## config.mk

```make
export PLATFORM = sky130hd
export DESIGN_NAME = qup_host_port
export DESIGN_NICKNAME = d
export VERILOG_FILES = /design/src/verilog/qup_pkg.sv /design/src/verilog/qup_channel.sv /design/src/verilog/qup_host_port.sv /design/src/verilog/qup_pin_sync.sv
export SDC_FILE = /design/constraint.sdc
export NUM_CORES = 1
export LEC_CHECK = 0
export ABC_AREA = 1
export BUFFER_PORTS_ARGS = -buffer_cell sky130_fd_sc_hd__clkbuf_2
export CAP_MARGIN = 20
export CORE_ASPECT_RATIO = 1.2
export CORE_MARGIN = 5
export CORE_UTILIZATION = 65
export DETAILED_ROUTE_END_ITERATION = 7
export PLACE_DENSITY = 0.84
export SLEW_MARGIN = 0
export SYNTH_ARGS = -nofsm -noshare
export SYNTH_HDL_FRONTEND = slang
export SYNTH_SLANG_ARGS = --single-unit
```

## constraint.sdc

```tcl
create_clock -name clk -period 4.3 [get_ports clk]
set_input_delay 0.43 -clock clk [delete_from_list [all_inputs] [get_ports clk]]
set_output_delay 0.43 -clock clk [all_outputs]
set_load 0.05 [all_outputs]
```

## src/verilog/qup_pkg.sv

```systemverilog
// Shared constants and types for the four-channel host port block.
package qup_pkg;

    // ----------------------------------------------------------------
    // Sizes
    // ----------------------------------------------------------------
    localparam int QUP_NUM_CH = 4;
    localparam int QUP_DATA_W = 8;
    localparam int QUP_ADDR_W = 3;
    localparam int QUP_REG_NUM = 8;

    // ----------------------------------------------------------------
    // Register offsets and field positions
    // ----------------------------------------------------------------
    localparam logic [2:0] QUP_OFF_MCR = 3'h4;
    localparam int QUP_MCR_INT_EN_BIT = 3;
    localparam int QUP_MCR_XON_ANY_BIT = 5;
    localparam int QUP_MCR_PRESC_BIT = 7;
    localparam logic [7:0] QUP_REG_RESET = 8'h00;

    // ----------------------------------------------------------------
    // Timing
    // ----------------------------------------------------------------
    localparam int QUP_CLK_PERIOD_NS = 10;
    localparam int QUP_RST_MIN_NS = 40;
    localparam int QUP_RST_MIN_CYC = (QUP_RST_MIN_NS + QUP_CLK_PERIOD_NS - 1) / QUP_CLK_PERIOD_NS;
    localparam logic [1:0] QUP_PRESC_DIV4_LAST = 2'h3;
    localparam logic [1:0] QUP_PRESC_DIV1_LAST = 2'h0;

    // ----------------------------------------------------------------
    // Types
    // ----------------------------------------------------------------
    typedef struct packed {
        logic read_strobe_n;
        logic write_strobe_n;
        logic [3:0] channel_select_n;
        logic chip_select_n;
        logic read_not_write;
        logic channel_addr_hi;
        logic channel_addr_lo;
        logic [2:0] reg_addr;
        logic [7:0] data;
    } qup_bus_pins_t;

    typedef enum logic [1:0] {
        QUP_BUS_IDLE = 2'b00,
        QUP_BUS_WRITE = 2'b01,
        QUP_BUS_READ = 2'b11
    } qup_bus_state_t;

endpackage
```

## src/verilog/qup_channel.sv

```systemverilog
// One channel's register set with the software flow-control pause flag.
`timescale 1ns/1ps
`default_nettype none
module qup_channel (
    input wire logic clk,
    input wire logic core_rst,
    input wire logic wr_en,
    input wire logic [2:0] wr_addr,
    input wire logic [7:0] wr_data,
    input wire logic [2:0] rd_addr,
    output logic [7:0] rd_data,
    output logic [7:0] modem_control_register,
    input wire logic rx_char,
    input wire logic xoff_seen,
    output logic tx_paused_r
);
    logic [7:0] regs_r [qup_pkg::QUP_REG_NUM];
    logic tx_paused_nxt;

    assign rd_data = regs_r[rd_addr];
    assign modem_control_register = regs_r[qup_pkg::QUP_OFF_MCR];
    // A pause arriving with a character still wins over the resume.
    assign tx_paused_nxt = xoff_seen | (tx_paused_r & ~(rx_char & modem_control_register[qup_pkg::QUP_MCR_XON_ANY_BIT]));

    always_ff @(posedge clk) begin
        if (core_rst) begin
            for (int i = 0; i < qup_pkg::QUP_REG_NUM; i++) begin
                regs_r[i] <= qup_pkg::QUP_REG_RESET;
            end
            tx_paused_r <= 1'b0;
        end else begin
            if (wr_en) begin
                regs_r[wr_addr] <= wr_data;
            end
            tx_paused_r <= tx_paused_nxt;
        end
    end
endmodule
`default_nettype wire

```

## src/verilog/qup_host_port.sv

```systemverilog
// Top of the four-channel host port: bus decode, reset, straps and interrupt drive.
//
// How it works
// - Bus-style pin high selects strobe bus.
// - Prescaler pin latched only during reset.
// - Latched high divides by one, low four.
// - Channel A modem control bit 7 overrides latched prescaler.
// - Strobe style: reset active high, 40 ns.
// - In reset, transmit high, receive ignored.
// - Line style: reset active low, 40 ns.
// - Four channels, each with own registers.
// - Each channel has 32-byte transmit, receive FIFOs; qup_channel holds only registers, no FIFO.
// - Bit 5 lets any character end pause.
// - Strobe style: interrupt style pin plus bit 3.
// - Interrupt style high: interrupts always driven.
// - Interrupt style low: bit 3 enables drive.
// - Eight data bits, three address lines.
// - Bus cycles need no baud clock.
// - One shared data bus, selected channel drives.
// - Registers follow the standard serial layout.
// - Strobe style: low select picks channel.
// - Line style: two address bits pick channel.
`timescale 1ns/1ps
`default_nettype none
module qup_host_port (
    input wire logic clk,
    input wire logic sys_rst,
    input wire logic bus_style_pin,
    input wire logic reset_pin,
    input wire logic prescaler_select_pin,
    input wire logic interrupt_style_select,
    input wire logic channel_a_select_n,
    input wire logic channel_b_select_n,
    input wire logic channel_c_select_n,
    input wire logic channel_d_select_n,
    input wire logic chip_select_n,
    input wire logic read_not_write,
    input wire logic read_strobe_n,
    input wire logic write_strobe_n,
    input wire logic channel_addr_hi,
    input wire logic channel_addr_lo,
    input wire logic [2:0] reg_addr,
    input wire logic [7:0] data_in,
    output logic [7:0] data_out,
    output logic data_oe,
    input wire logic [3:0] int_request,
    output logic [3:0] int_out,
    output logic [3:0] int_oe,
    input wire logic [3:0] tx_serial_core,
    output logic [3:0] tx_serial,
    input wire logic [3:0] rx_serial,
    output logic [3:0] rx_serial_core,
    input wire logic [3:0] rx_char_done,
    input wire logic [3:0] xoff_received,
    output logic [3:0] tx_paused,
    output logic baud_tick,
    output logic prescale_div4,
    output logic core_reset,
    output logic [3:0] reg_write_pulse,
    output logic [2:0] reg_write_addr,
    output logic [7:0] reg_write_data
);

    // ----------------------------------------------------------------
    // Functions
    // ----------------------------------------------------------------
    function automatic logic [3:0] qup_decode2(input logic [1:0] sel);
        qup_decode2 = 4'h1 << sel;
    endfunction

    function automatic logic [1:0] qup_index(input logic [3:0] onehot);
        logic [1:0] idx;
        idx = 2'h0;
        for (int i = 0; i < qup_pkg::QUP_NUM_CH; i++) begin
            if (onehot[i]) begin
                idx = 2'(i);
            end
        end
        return idx;
    endfunction

    function automatic logic qup_is_onehot(input logic [3:0] v);
        qup_is_onehot = (v != 4'h0) && ((v & (v - 4'h1)) == 4'h0);
    endfunction

    // ----------------------------------------------------------------
    // Pin synchronisers
    // ----------------------------------------------------------------
    // Bus cycles are timed by the host's strobes alone; the system clock only samples them.
    qup_pkg::qup_bus_pins_t pins_raw;
    qup_pkg::qup_bus_pins_t pins;
    logic [2:0] strap_raw;
    logic [2:0] strap;
    logic style_strobe;
    logic rst_pin_lvl;
    logic presc_pin_lvl;
    logic interrupt_style_select_raw;
    logic interrupt_style_select_lvl;
    logic [3:0] rx_sync;

    assign pins_raw = '{read_strobe_n: read_strobe_n, write_strobe_n: write_strobe_n,
                        channel_select_n: {channel_d_select_n, channel_c_select_n,
                                           channel_b_select_n, channel_a_select_n},
                        chip_select_n: chip_select_n, read_not_write: read_not_write,
                        channel_addr_hi: channel_addr_hi, channel_addr_lo: channel_addr_lo,
                        reg_addr: reg_addr, data: data_in};
    assign strap_raw = {bus_style_pin, reset_pin, prescaler_select_pin};
    assign interrupt_style_select_raw = interrupt_style_select;

    qup_pin_sync #(
        .W($bits(qup_pkg::qup_bus_pins_t)),
        .INIT({2'b11, 4'hf, 1'b1, 1'b1, 2'b00, 3'h0, 8'h00})
    ) u_bus_sync (
        .clk(clk),
        .sys_rst(sys_rst),
        .d(pins_raw),
        .q(pins)
    );

    // Reset values read the bus-style and prescaler straps high and the reset pin low.
    qup_pin_sync #(
        .W(3),
        .INIT(3'b101)
    ) u_strap_sync (
        .clk(clk),
        .sys_rst(sys_rst),
        .d(strap_raw),
        .q(strap)
    );

    qup_pin_sync #(
        .W(1),
        .INIT(1'b1)
    ) u_interrupt_style_select_sync (
        .clk(clk),
        .sys_rst(sys_rst),
        .d(interrupt_style_select_raw),
        .q(interrupt_style_select_lvl)
    );

    qup_pin_sync #(
        .W(4),
        .INIT(4'hf)
    ) u_rx_sync (
        .clk(clk),
        .sys_rst(sys_rst),
        .d(rx_serial),
        .q(rx_sync)
    );

    assign style_strobe = strap[2];
    assign rst_pin_lvl = strap[1];
    assign presc_pin_lvl = strap[0];

    // ----------------------------------------------------------------
    // Reset
    // ----------------------------------------------------------------
    // The stretch guarantees every core sees a full minimum-length reset.
    logic rst_pin_active;
    logic [3:0] rst_cnt_r;
    logic [3:0] rst_cnt_nxt;
    logic core_rst;

    assign rst_pin_active = style_strobe ? rst_pin_lvl : ~rst_pin_lvl;
    assign rst_cnt_nxt = rst_pin_active ? 4'(qup_pkg::QUP_RST_MIN_CYC) :
                         (rst_cnt_r != 4'h0) ? rst_cnt_r - 4'h1 : 4'h0;
    assign core_rst = sys_rst | rst_pin_active | (rst_cnt_r != 4'h0);

    always_ff @(posedge clk) begin
        if (sys_rst) begin
            rst_cnt_r <= 4'(qup_pkg::QUP_RST_MIN_CYC);
        end else begin
            rst_cnt_r <= rst_cnt_nxt;
        end
    end

    // ----------------------------------------------------------------
    // Channel decode
    // ----------------------------------------------------------------
    logic [3:0] sel_strobe;
    logic [3:0] sel_line;
    logic [3:0] sel_mask;
    logic wr_active;
    logic rd_active;

    assign sel_strobe = ~pins.channel_select_n;
    assign sel_line = pins.chip_select_n ? 4'h0 :
                      qup_decode2({pins.channel_addr_hi, pins.channel_addr_lo});
    assign sel_mask = style_strobe ? sel_strobe : sel_line;
    assign wr_active = style_strobe ? (~pins.write_strobe_n & (sel_mask != 4'h0)) :
                       ((sel_mask != 4'h0) & ~pins.read_not_write);
    // Reads with more than one channel selected would fight on the bus, so they are not answered.
    assign rd_active = style_strobe ? (~pins.read_strobe_n & qup_is_onehot(sel_mask)) :
                       ((sel_mask != 4'h0) & pins.read_not_write);

    // ----------------------------------------------------------------
    // Bus cycle state machine
    // ----------------------------------------------------------------
    qup_pkg::qup_bus_state_t state_r;
    qup_pkg::qup_bus_state_t state_nxt;
    logic [3:0] cyc_mask_r;
    logic [2:0] cyc_addr_r;
    logic [7:0] cyc_data_r;
    logic commit_wr;

    always_comb begin
        state_nxt = state_r;
        case (state_r)
            qup_pkg::QUP_BUS_IDLE: begin
                if (wr_active) begin
                    state_nxt = qup_pkg::QUP_BUS_WRITE;
                end else if (rd_active) begin
                    state_nxt = qup_pkg::QUP_BUS_READ;
                end
            end
            qup_pkg::QUP_BUS_WRITE: begin
                if (!wr_active) begin
                    state_nxt = qup_pkg::QUP_BUS_IDLE;
                end
            end
            qup_pkg::QUP_BUS_READ: begin
                if (!rd_active) begin
                    state_nxt = qup_pkg::QUP_BUS_IDLE;
                end
            end
            default: begin
                state_nxt = qup_pkg::QUP_BUS_IDLE;
            end
        endcase
    end

    // Data is taken at the trailing edge of the write, when the host guarantees it is valid.
    assign commit_wr = (state_r == qup_pkg::QUP_BUS_WRITE) && !wr_active;

    always_ff @(posedge clk) begin
        if (core_rst) begin
            state_r <= qup_pkg::QUP_BUS_IDLE;
            cyc_mask_r <= 4'h0;
            cyc_addr_r <= 3'h0;
            cyc_data_r <= 8'h00;
        end else begin
            state_r <= state_nxt;
            if (state_nxt != qup_pkg::QUP_BUS_IDLE && state_r == qup_pkg::QUP_BUS_IDLE) begin
                cyc_mask_r <= sel_mask;
                cyc_addr_r <= pins.reg_addr;
            end
            if (wr_active) begin
                cyc_data_r <= pins.data;
            end
        end
    end

    // ----------------------------------------------------------------
    // Channels
    // ----------------------------------------------------------------
    logic [7:0] ch_rdata [qup_pkg::QUP_NUM_CH];
    logic [7:0] ch_mcr [qup_pkg::QUP_NUM_CH];
    logic [3:0] ch_paused;
    logic [3:0] ch_wr_en;
    logic [3:0] rx_char_gated;

    assign ch_wr_en = commit_wr ? cyc_mask_r : 4'h0;
    assign rx_char_gated = core_rst ? 4'h0 : rx_char_done;

    // The 32-byte FIFOs live in each channel's core; this block only carries their register traffic.
    for (genvar c = 0; c < qup_pkg::QUP_NUM_CH; c++) begin : g_ch
        qup_channel u_channel (
            .clk(clk),
            .core_rst(core_rst),
            .wr_en(ch_wr_en[c]),
            .wr_addr(cyc_addr_r),
            .wr_data(cyc_data_r),
            .rd_addr(pins.reg_addr),
            .rd_data(ch_rdata[c]),
            .modem_control_register(ch_mcr[c]),
            .rx_char(rx_char_gated[c]),
            .xoff_seen(xoff_received[c]),
            .tx_paused_r(ch_paused[c])
        );
    end

    // ----------------------------------------------------------------
    // Read data drive
    // ----------------------------------------------------------------
    logic [7:0] rd_mux;
    logic rd_drive;

    assign rd_mux = ch_rdata[qup_index(cyc_mask_r)];
    assign rd_drive = (state_r == qup_pkg::QUP_BUS_READ) && rd_active;

    always_ff @(posedge clk) begin
        if (core_rst) begin
            data_out <= 8'h00;
            data_oe <= 1'b0;
        end else begin
            data_out <= rd_mux;
            data_oe <= rd_drive;
        end
    end

    // ----------------------------------------------------------------
    // Prescaler strap and baud tick
    // ----------------------------------------------------------------
    logic presc_latch_r;
    logic mcr_owns_presc_r;
    logic div4_sel;
    logic [1:0] presc_cnt_r;
    logic [1:0] presc_last;

    // Channel A's control register carries the shared prescaler choice once software writes it.
    assign div4_sel = mcr_owns_presc_r ? ch_mcr[0][qup_pkg::QUP_MCR_PRESC_BIT] : ~presc_latch_r;
    assign presc_last = div4_sel ? qup_pkg::QUP_PRESC_DIV4_LAST : qup_pkg::QUP_PRESC_DIV1_LAST;

    always_ff @(posedge clk) begin
        if (sys_rst) begin
            presc_latch_r <= 1'b1;
            mcr_owns_presc_r <= 1'b0;
        end else if (core_rst || core_reset) begin
            presc_latch_r <= presc_pin_lvl;
            mcr_owns_presc_r <= 1'b0;
        end else if (ch_wr_en[0] && cyc_addr_r == qup_pkg::QUP_OFF_MCR) begin
            mcr_owns_presc_r <= 1'b1;
        end
    end

    always_ff @(posedge clk) begin
        if (core_rst) begin
            presc_cnt_r <= 2'h0;
            baud_tick <= 1'b0;
            prescale_div4 <= 1'b0;
        end else begin
            presc_cnt_r <= (presc_cnt_r >= presc_last) ? 2'h0 : presc_cnt_r + 2'h1;
            baud_tick <= (presc_cnt_r >= presc_last);
            prescale_div4 <= div4_sel;
        end
    end

    // ----------------------------------------------------------------
    // Interrupt drive, serial lines and core hand-off
    // ----------------------------------------------------------------
    logic [3:0] int_en;

    for (genvar c = 0; c < qup_pkg::QUP_NUM_CH; c++) begin : g_int
        // Only the strobe style consults bit 3; the line style always drives.
        assign int_en[c] = !style_strobe || interrupt_style_select_lvl || ch_mcr[c][qup_pkg::QUP_MCR_INT_EN_BIT];
    end

    always_ff @(posedge clk) begin
        if (core_rst) begin
            int_out <= 4'h0;
            int_oe <= 4'h0;
            tx_serial <= 4'hf;
            rx_serial_core <= 4'hf;
            tx_paused <= 4'h0;
            reg_write_pulse <= 4'h0;
            reg_write_addr <= 3'h0;
            reg_write_data <= 8'h00;
        end else begin
            int_out <= int_request;
            int_oe <= int_en;
            tx_serial <= tx_serial_core;
            rx_serial_core <= rx_sync;
            tx_paused <= ch_paused;
            reg_write_pulse <= ch_wr_en;
            reg_write_addr <= cyc_addr_r;
            reg_write_data <= cyc_data_r;
        end
    end

    always_ff @(posedge clk) begin
        core_reset <= core_rst;
    end

endmodule
`default_nettype wire

```

## src/verilog/qup_pin_sync.sv

```systemverilog
// Three-stage synchroniser whose output moves only when stages two and three agree.
`timescale 1ns/1ps
`default_nettype none
module qup_pin_sync #(
    parameter int W = 1,
    parameter logic [W-1:0] INIT = '0
) (
    input wire logic clk,
    input wire logic sys_rst,
    input wire logic [W-1:0] d,
    output logic [W-1:0] q
);
    logic [W-1:0] s1_r;
    logic [W-1:0] s2_r;
    logic [W-1:0] s3_r;
    logic [W-1:0] q_nxt;

    // Each bit settles on its own, so a skewed bus word resolves bit by bit.
    assign q_nxt = (~(s2_r ^ s3_r) & s3_r) | ((s2_r ^ s3_r) & q);

    always_ff @(posedge clk) begin
        if (sys_rst) begin
            s1_r <= INIT;
            s2_r <= INIT;
            s3_r <= INIT;
            q <= INIT;
        end else begin
            s1_r <= d;
            s2_r <= s1_r;
            s3_r <= s2_r;
            q <= q_nxt;
        end
    end
endmodule
`default_nettype wire

```

After elaboration in Yosys (flattened, before gate mapping)
Memory sizes are Yosys's and may differ from the RTL's. A register that Yosys moved wholly into a read port is not among the register bits.
Index checks and enable logic that the tools add are counted.
{ "totals": {"reg_bits": 192, "ramBits": 256, "input_bits": 47, "elab_cells": 183, "memories": 4} }
{ "memory_table": {"columns": ["memory", "words", "width", "rd", "rd_ports_with_merged_regs", "write_ports", "line", "text"], "rows": [
  ["g_ch[0].u_channel.regs_r", 8, 8, 2, 1, 8, "qup_channel.sv:17", "logic [7:0] regs_r [qup_pkg::QUP_REG_NUM];"],
  ["g_ch[1].u_channel.regs_r", 8, 8, 2, 1, 8, "qup_channel.sv:17", null],
  ["g_ch[2].u_channel.regs_r", 8, 8, 2, 1, 8, "qup_channel.sv:17", null],
  ["g_ch[3].u_channel.regs_r", 8, 8, 2, 1, 8, "qup_channel.sv:17", null]
]} }
{ "classes": {"n_shift": 1, "magnitude_cmp": 2, "addsub": 3, "n_eq_ne": 3, "n_mux": 51, "n_bitwise": 51, "n_reduce_logical": 26} }
{ "ops": {"columns": ["op", "n"], "rows": [
  ["$mux 8", 6],
  ["$and 21x21->21", 2],
  ["$reduce_or 8->1", 4],
  ["$mux 3", 9],
  ["$mux 1", 23],
  ["$not 21->21", 1],
  ["$or 21x21->21", 1],
  ["$xor 21x21->21", 1],
  ["$bmux 8 s2", 1],
  ["$mux 4", 4],
  ["$and 1x1->1", 14],
  ["$mux 2", 7],
  ["$and 4x4->4", 3],
  ["$not 1->1", 11],
  ["$not 4->4", 2],
  ["$reduce_bool 4->1", 2],
  ["$sub 4x1->4 const B", 2],
  ["$or 1x1->1", 7],
  ["$and 3x3->3", 2],
  ["$logic_or 1x1->1", 6],
  ["$pmux 2 s3", 1],
  ["$reduce_or 2->1", 3],
  ["$logic_and 1x1->1", 5],
  ["$logic_not 4->1", 1],
  ["other kinds (18)", 19]
]} }

Logic depth before layout (Yosys ltp)
Gate-level depths: netlist of the first run.
{ "depth": {"word_depth": 14, "ltp_mapped": 15, "mapped_depth_nobuf": 14} }

Modules after synthesis
From an unflattened synthesis of the first run, not the netlist that was laid out.
{ "hier_totals": {"hier_cells": 2313, "area_unflattened_um2": 19542.5} }
{ "by_module_without_submodules": {"columns": ["mod", "area_each_um2", "seq_area_each_um2", "instances", "cells_each"], "rows": [
  ["qup_channel", 3278.1, 1941.9, 4, 382],
  ["qup_host_port", 2782.7, 1441.4, 1, 366],
  ["qup_pin_sync at u_bus_sync", 2616.3, 1681.6, 1, 299],
  ["qup_pin_sync at u_rx_sync", 516.7, 320.3, 1, 61],
  ["qup_pin_sync at u_strap_sync", 385.4, 240.2, 1, 44],
  ["qup_pin_sync at u_interrupt_style_select_sync", 128.9, 80.1, 1, 15]
]} }

Least setup slack after synthesis of the first run
Ideal clock, no wire load.
{ "synth_timing": {"path_type": "register to register", "startpoint": "register rst_cnt_r[0]", "endpoint": "memory g_ch[2].u_channel.regs_r[7][0], enable pin", "period_less_slack_ns": 2.159, "stages_incl_launch_ff": 12, "setup_time_ns": 0.329, "t_required_ns": 3.971, "path_buffers": 1, "path_slack_ns": 2.141, "arrival_ns": 1.831, "path_cell_list": "dfxtp_1 -> inv_1 -> ha_1 -> nand2_1 -> nor2_1 -> inv_1 -> nor2_2 -> inv_2 -> nor3_1 -> buf_4 -> nand2_2 -> nand2_1"} }
{ "synth_lines": {"columns": ["item", "line", "text"], "rows": [
  ["from (decl)", "qup_host_port.sv:160", "logic [3:0] rst_cnt_r;"],
  ["from (signal assigned)", "qup_host_port.sv:171", "rst_cnt_r <= 4'(qup_pkg::QUP_RST_MIN_CYC);"],
  ["from (signal assigned)", "qup_host_port.sv:173", "rst_cnt_r <= rst_cnt_nxt;"],
  ["to (decl)", "qup_channel.sv:17", null]
]} }

==> results of run 1 <==
[metal layers]
| metal | routed length (um) | GRT usage, % |
|---|---|---|
| met1 | 14480 | 33.22 |
| met2 | 20060 | 45.86 |
| met3 | 3952 | 4.746 |
| met4 | 2142 | 12.54 |
| met5 | 0 | 0 |
[synthesized netlist by cell type]
library cell / n
sky130_fd_sc_hd__a21boi_0: 1
sky130_fd_sc_hd__a21oi_1: 63
sky130_fd_sc_hd__buf_1: 3
sky130_fd_sc_hd__buf_2: 4
sky130_fd_sc_hd__buf_4: 2
sky130_fd_sc_hd__clkbuf_1: 93
sky130_fd_sc_hd__clkinv_1: 10
sky130_fd_sc_hd__dfxtp_1: 192
sky130_fd_sc_hd__edfxtp_1: 256
sky130_fd_sc_hd__ha_1: 3
sky130_fd_sc_hd__inv_1: 94
sky130_fd_sc_hd__inv_2: 3
sky130_fd_sc_hd__nand2_1: 89
sky130_fd_sc_hd__nand2_2: 26
sky130_fd_sc_hd__nand2_4: 8
sky130_fd_sc_hd__nand3_1: 32
sky130_fd_sc_hd__nand3_2: 2
sky130_fd_sc_hd__nor2_1: 511
sky130_fd_sc_hd__nor2_2: 2
sky130_fd_sc_hd__nor2_4: 1
sky130_fd_sc_hd__nor2_8: 1
sky130_fd_sc_hd__nor3_1: 23
sky130_fd_sc_hd__o211ai_1: 20
sky130_fd_sc_hd__o21ai_0: 191
sky130_fd_sc_hd__o221ai_1: 14
sky130_fd_sc_hd__o22ai_1: 41
sky130_fd_sc_hd__or2_1: 2
sky130_fd_sc_hd__or2_2: 55
sky130_fd_sc_hd__xnor2_1: 1
sky130_fd_sc_hd__xor2_1: 1
[kinds of logic (layout without fill, tap and decap cells)]
family | Yosys count | in the layout | synth area share [%]
and+or+nand+nor | 752 | 752 | 18.40
buffers and inverters | 209 | 305 | 4.583
AOI/OAI and AO/OA | 330 | 330 | 10.40
adders and majority gates | 3 | 3 | 0.2159
xor gates and xnor gates | 2 | 2 | 0.1007
DFF | 448 | 448 | 66.30
[sequential cells by signal, indices dropped and copies added, names as in the netlist, 8 cells and up, named ones only]
signal,flops
data_out,8
reg_write_data,8
cyc_data_r,8
u_bus_sync.s2_r,21
u_bus_sync.s1_r,21
g_ch.u_channel.regs_r,256
u_bus_sync.s3_r,21
[stage by stage]
| stage | power, uW | cell area (um2) |
|---|---|---|
| 2_1_floorplan | 5598 | 17390 |
| 6_report | 9280 | 19440 |
| 5_1_grt | 9588 | 19440 |
| 3_5_place_dp | 5817 | 18100 |
| 3_3_place_gp | 5779 | 18100 |
| 4_1_cts | 9303 | 19440 |
[how the worst min path moves through the flow]
stage | slack, ps | depth (start not counted) | from | end
floorplan | 390 | 2 | u_bus_sync.s1_r[0]$_SDFF_PP0_ | u_bus_sync.s2_r[0]$_SDFF_PP0_
global placement | 390 | 2 | u_bus_sync.s1_r[2]$_SDFF_PP0_ | u_bus_sync.s2_r[2]$_SDFF_PP0_
detailed placement | 390 | 2 | u_bus_sync.s1_r[1]$_SDFF_PP0_ | u_bus_sync.s2_r[1]$_SDFF_PP0_
CTS | 50 | 2 | rx_serial[2] | u_rx_sync.s1_r[2]$_SDFF_PP1_
global route | 60 | 2 | rx_serial[0] | u_rx_sync.s1_r[0]$_SDFF_PP1_
finish | 60 | 2 | interrupt_style_select | u_interrupt_style_select_sync.s1_r$_SDFF_PP1_
[layout make-up]
class | instances | area, um2
clock buffer | 52 | 1151
clock inverter | 23 | 181.4
fill | 1736 | 6908
inverter | 107 | 401.6
multi-input combinational | 1087 | 5069
sequential | 448 | 11530
tap | 335 | 419.2
timing repair buffer | 123 | 685.7
[cell usage in the layout, fill, tap and decap left out, drive strengths merged]
cell,count
xnor2,1
o221ai,14
o21ai,191
ha,3
nand2,123
nor2,515
o211ai,20
edfxtp,256
clkinvlp,1
a21oi,63
clkinv,26
xor2,1
nor3,23
clkbuf,144
inv,102
dfxtp,192
buf,31
bufinv,1
nand3,34
o22ai,41
or2,57
a21boi,1
[power by group through the flow]
stage / registers (uW) / logic, uW / clock network, uW
final: 5150 / 589 / 3540
after CTS: 5150 / 586 / 3570
after global placement: 5220 / 558 / 0
after detailed placement: 5240 / 580 / 0
after floorplan: 5240 / 360 / 0
after global routing: 5180 / 647 / 3760
==> flow_summary.toml, run 1 <==
[status]
status = "finished clean"

[routing]
via_density_per_instance = 5.867
post-route-drc-count = 0
ant_nets = 0
detailroute.via_count = 12760
drt_iter0_markers = 1312
routedWlPerCell_um = 18.68
routed_wirelength_mm = 40.64
first_pass_iters = 6

[critical_path]
critical-path-top-delay-family = "buffers and inverters"
crit_arrival_ps = 2940
cp-startpoint = "rst_cnt_r[0]$_SDFF_PP0_"
timing.critical_path.buf_inv = 4
rr_worst_depth = 11
critical_path_endpoint_category = "flop"
top_fanout_value_on_the_critical_path = 54
critPathLaunchType = "flop"
crit_path_end = "g_ch[2].u_channel.regs_r[0][6]$_SDFFCE_PN0P_"
timing.setup.critical_path_class = "flop to flop"
cp.required_ps = 4500
cp_cell_sequence = "inv_1 -> ha_1 -> nand2_1 -> nor2_1 -> inv_1 -> nor2_4 -> inv_2 -> nor3_1 -> buf_4 -> nand2_2 -> nand2_1"
r2r-end = "g_ch[2].u_channel.regs_r[0][6]$_SDFFCE_PN0P_"
count_of_cell_instances_traversed_by_the_critical_path = 11
reg_to_reg_setup_timing_slack_ps = 1570
critical_path_slowest_stage_cell = "sky130_fd_sc_hd__inv_2"
cp_slowest_stage_delay_ps = 670
timing.rr.start = "rst_cnt_r[0]$_SDFF_PP0_"

[global_routing]
globalRoute.totalOverflow = 0
grt_start_max_net_pins = 102
first_global_vias = 12470
grt_pass1_wl_mm = 64.37
initial_antenna_violation_count = 0
globalRouteTotalUtil_pct = 26.76

[power_and_ir_drop]
switching_share_of_power_pct = 23.00
pwr-share-seq_pct = 55.5
clkPwrFrac_pct = 38.2
combPwrFrac_pct = 6.3
leakage_uw = 0.007604
internal-power_uw = 7146
switchingPower_uw = 2135
vdd_drop_max_uv = 353.8
areal_power_density_over_the_cells_mw_per_mm2 = 477.3

[layout]
final_layout_size_suffix_gt1_share_pct = 15.82
num_antenna_cells = 0
post_layout_nonfiller_instances = 2175
layout.nets = 1859
final_util_pct = 73.78
layout-area-overhead-vs-synth_pct = 11.79

[die]
design.portCount = 94
die_area_mm2 = 0.03014
start_util_pct = 66.00
fp.dieH_um = 189.2
placement_rows = 65
design.core.area_mm2 = 0.02635
die-width_um = 159.3

[worst_hold_path]
hold_class = "input port to flop"

[clocking]
clk_pin_slew_ps = 60
clock_sink_count = 448
cts.htree.levels = 2
clkLatencyLatePin_ps = 550
cts_buffers = 42
quantity_of_gates_resized_following_cts = 0
clock_path_buffers = 3
tritoncts = "built"
holdBufCountCts = 0
post_cts.repair.setup_buffers = 0
clock_tree.root_cell = "sky130_fd_sc_hd__clkbuf_16"

[sta]
final_min_period_over_clock_period_pct = 63.56
worstMarginPinSlew_ps = 954.9
setup_viol = 0
achievable-frequency_mhz = 365.9
slew_violations = 0
timing.slew.headroom_pct = 36.25
worst_hold_slack_ps = 62.51
timing.final.ws_setup_ps = 1567
timing.final.hold_violations = 0
rsz0062_at_grt = "no"
fin_setup_tns_ps = 0
finClkSkew_ps = 23.15
finalWorstPathRequiredPeriod_ps = 2733

[run]
drv_cap = 0

[synthesis]
postSynthRegisterBits = 448
synthesis.area_mm2 = 0.01739
yosysUniqueCellTypes = 30
ys_warn_count = 0
netlist.top_cell.by_area = "sky130_fd_sc_hd__edfxtp_1"
synth.avg_cell_area_um2 = 9.972
synth.top_cells.by_area = "sky130_fd_sc_hd__edfxtp_1, sky130_fd_sc_hd__dfxtp_1, sky130_fd_sc_hd__nor2_1, sky130_fd_sc_hd__o21ai_0, sky130_fd_sc_hd__inv_1"
fraction_of_the_yosys_area_taken_by_sequential_cells_pct = 66.30
synth_largest_type_area_fraction_pct = 44.20
syn-num-nets = 1794
synthCells = 1744

[placement]
gp_congestion = 0.9637
hpwlAfterDp_mm = 25.79
post_place_cells = 2099
numPortBuffers = 93
pre_cts_slack_ps = 1466
No activity file was read; power rests on OpenSTA's default activity.
==> inputs of run 2 (changes only) <==
--- a/config.mk
+++ b/config.mk
@@ -10,9 +10,9 @@
 export CAP_MARGIN = 20
 export CORE_ASPECT_RATIO = 1.2
 export CORE_MARGIN = 5
-export CORE_UTILIZATION = 65
+export CORE_UTILIZATION = 55
 export DETAILED_ROUTE_END_ITERATION = 7
-export PLACE_DENSITY = 0.84
+export PLACE_DENSITY = 0.76
 export SLEW_MARGIN = 0
 export SYNTH_ARGS = -nofsm -noshare
 export SYNTH_HDL_FRONTEND = slang
==> constraint.sdc (replaced) <==
create_clock -name clk -period 2.5 [get_ports clk]
set_input_delay 0.25 -clock clk [delete_from_list [all_inputs] [get_ports clk]]
set_output_delay 0.25 -clock clk [all_outputs]
set_load 0.05 [all_outputs]
==> flow_summary.toml, run 2 (synthesized netlist as in run 1, its figures left out) <==
[status]
status = "finished clean"

[routing]
via_density_per_instance = 5.570
first_pass_iters = 5
ant_nets = 0
routedWlPerCell_um = 18.64
detailroute.via_count = 12890
drt_iter0_markers = 1398
routed_wirelength_mm = 43.15
post-route-drc-count = 0

[sta]
timing.slew.headroom_pct = 43.58
finClkSkew_ps = 17.75
timing.final.hold_violations = 0
rsz0062_at_grt = "no"
slew_violations = 0
finalWorstPathRequiredPeriod_ps = 2301
fin_setup_tns_ps = 0
worstMarginPinSlew_ps = 846.3
final_min_period_over_clock_period_pct = 92.05
achievable-frequency_mhz = 434.6
setup_viol = 0

[die]
placement_rows = 71
start_util_pct = 55.62
design.portCount = 94
fp.dieH_um = 204.8
design.core.area_mm2 = 0.03127
die-width_um = 172.3
die_area_mm2 = 0.03529

[layout]
max_ffs_per_register = 256
final_layout_size_suffix_gt1_share_pct = 17.40
num-fill-cells = 2363
mostFrequentLayoutCells = "sky130_fd_sc_hd__nor2_1, sky130_fd_sc_hd__edfxtp_1, sky130_fd_sc_hd__o21ai_0, sky130_fd_sc_hd__dfxtp_1, sky130_fd_sc_hd__inv_1"
layout-area-overhead-vs-synth_pct = 17.14
top_register = "g_ch.u_channel.regs_r"
most_common_cell_after_layout_fill_and_taps_aside = "sky130_fd_sc_hd__nor2_1"
multi_input_gate_area_in_the_final_layout_mm2 = 0.005101
layout.nets = 1930
seqCellArea_mm2 = 0.01153
num_antenna_cells = 0

[global_routing]
grt_util_met2_pct = 41.37
globalRouteTotalUtil_pct = 24.77
first_global_vias = 12640
global_route.usage.met1_pct = 31.44
initial_antenna_violation_count = 0
grt_start_max_net_pins = 102
met3_usage_pct = 4.343
most_crowded_layer_gr = "met2"
grt_pass1_wl_mm = 67.41
globalRoute.totalOverflow = 0

[critical_path]
cp_cell_sequence = "inv_2 -> or2_2 -> nand2_1 -> nor2_2 -> nand3_2 -> nand2_4 -> nand2_2 -> inv_2 -> nand2_2 -> nor2_8 -> nand2_4 -> nand2_1"
critical_path_slowest_stage_cell = "sky130_fd_sc_hd__dfxtp_1"
critPathLaunchType = "flop"
crit_path_end = "g_ch[0].u_channel.regs_r[6][3]$_SDFFCE_PN0P_"
rr_worst_depth = 12
r2r-end = "g_ch[0].u_channel.regs_r[6][3]$_SDFFCE_PN0P_"
top_fanout_value_on_the_critical_path = 9
critical_path_endpoint_category = "flop"
timing.setup.critical_path_class = "flop to flop"
reg_to_reg_setup_timing_slack_ps = 200
cp.required_ps = 2720
crit_arrival_ps = 2520
cp_slowest_stage_delay_ps = 370

[placement]
numPortBuffers = 93
hpwlAfterDp_mm = 27.84
gp_congestion = 0.9380

[run]
drv_cap = 0

[power_and_ir_drop]
areal_power_density_over_the_cells_mw_per_mm2 = 812.5
leakage_uw = 0.007982
vdd_drop_max_uv = 558.3
report.power.total_uw = 16550

[clocking]
clock_tree.root_cell = "sky130_fd_sc_hd__clkbuf_16"
cts.htree.levels = 2
clk_pin_slew_ps = 70
clock_path_buffers = 3
clkLatencyLatePin_ps = 550
cts_buffers = 42
tritoncts = "built"
clock_sink_count = 448

[worst_hold_path]
hold_class = "input port to flop"
-- run 2: cell count changes in the layout (fill, tap and decap cells not counted), moves of 3 or more --
cell                            previous run  this run
sky130_fd_sc_hd__clkinv_2                 12         4
sky130_fd_sc_hd__dlygate4sd3_1             0        41
sky130_fd_sc_hd__inv_4                     0         3
sky130_fd_sc_hd__clkinv_4                  0         4
sky130_fd_sc_hd__nand2_1                  89        78
sky130_fd_sc_hd__buf_12                    0         5
sky130_fd_sc_hd__nand2_2                  26        37
sky130_fd_sc_hd__buf_4                    28        55
-- run 2: cell type report --
cell class / count / area share [%]
Tap cell: 401 / 2.463
Sequential cell: 448 / 56.62
Inverter: 107 / 1.972
Timing Repair Buffer: 194 / 6.817
Clock buffer: 57 / 6.043
Clock inverter: 21 / 1.044
Multi-Input combinational cell: 1087 / 25.04
-- run 2: repair_timing --
action                     4_1_cts  5_1_grt
gates resized for setup          0       11
hold endpoints to repair        41        0
setup endpoints to repair        0      149
buffers inserted                 0        4
hold buffers                    41        0
-- run 2: how the worst min path moves through the flow --
stage,depth (start not counted),to,startpoint,slack [ps]
global route,4,g_ch[2].u_channel.tx_paused_r$_SDFF_PP0_,rx_char_done[2],30
global placement,2,u_bus_sync.s2_r[6]$_SDFF_PP0_,u_bus_sync.s1_r[6]$_SDFF_PP0_,390
detailed placement,2,u_bus_sync.s2_r[4]$_SDFF_PP0_,u_bus_sync.s1_r[4]$_SDFF_PP0_,390
finish,4,g_ch[1].u_channel.tx_paused_r$_SDFF_PP0_,rx_char_done[1],30
CTS,4,g_ch[0].u_channel.tx_paused_r$_SDFF_PP0_,rx_char_done[0],2
floorplan,1,u_bus_sync.s1_r[13]$_SDFF_PP1_,read_not_write,350
-- run 2: critical path: cells and delay by family, from the launching register on --
family,cells,cell delay (ps)
and+or+nand+nor,10,1410
buffers and inverters,2,210
DFF,1,370
-- run 2: per-layer routing --
layer	up-vias	wire length, um
met1	6016	16180
met3	140	3604
met2	629	21280
met5	-	0
li1	6109	-
met4	0	2083
-- run 2: through the flow --
step                hold slack (ps)  instances  cell area, um2  worst slack [ps]  util, %
floorplan                     353.8       1744           17390             340.6        -
global placement              389.2       2192           18450             196.6    58.99
detailed placement            393.7       2192           18450             75.06    58.99
CTS                           1.513       2311           20300             33.41    64.92
global route                  26.38       2315           20370             13.92    65.15
finish                        29.36       2315           20370             198.8    65.15
-- run 2: power by group --
group	switching (uW)	internal [uW]	leakage (uW)
combinational	793	354	0.00265
clock	2730	3800	0.000715
sequential	258	8610	0.00461
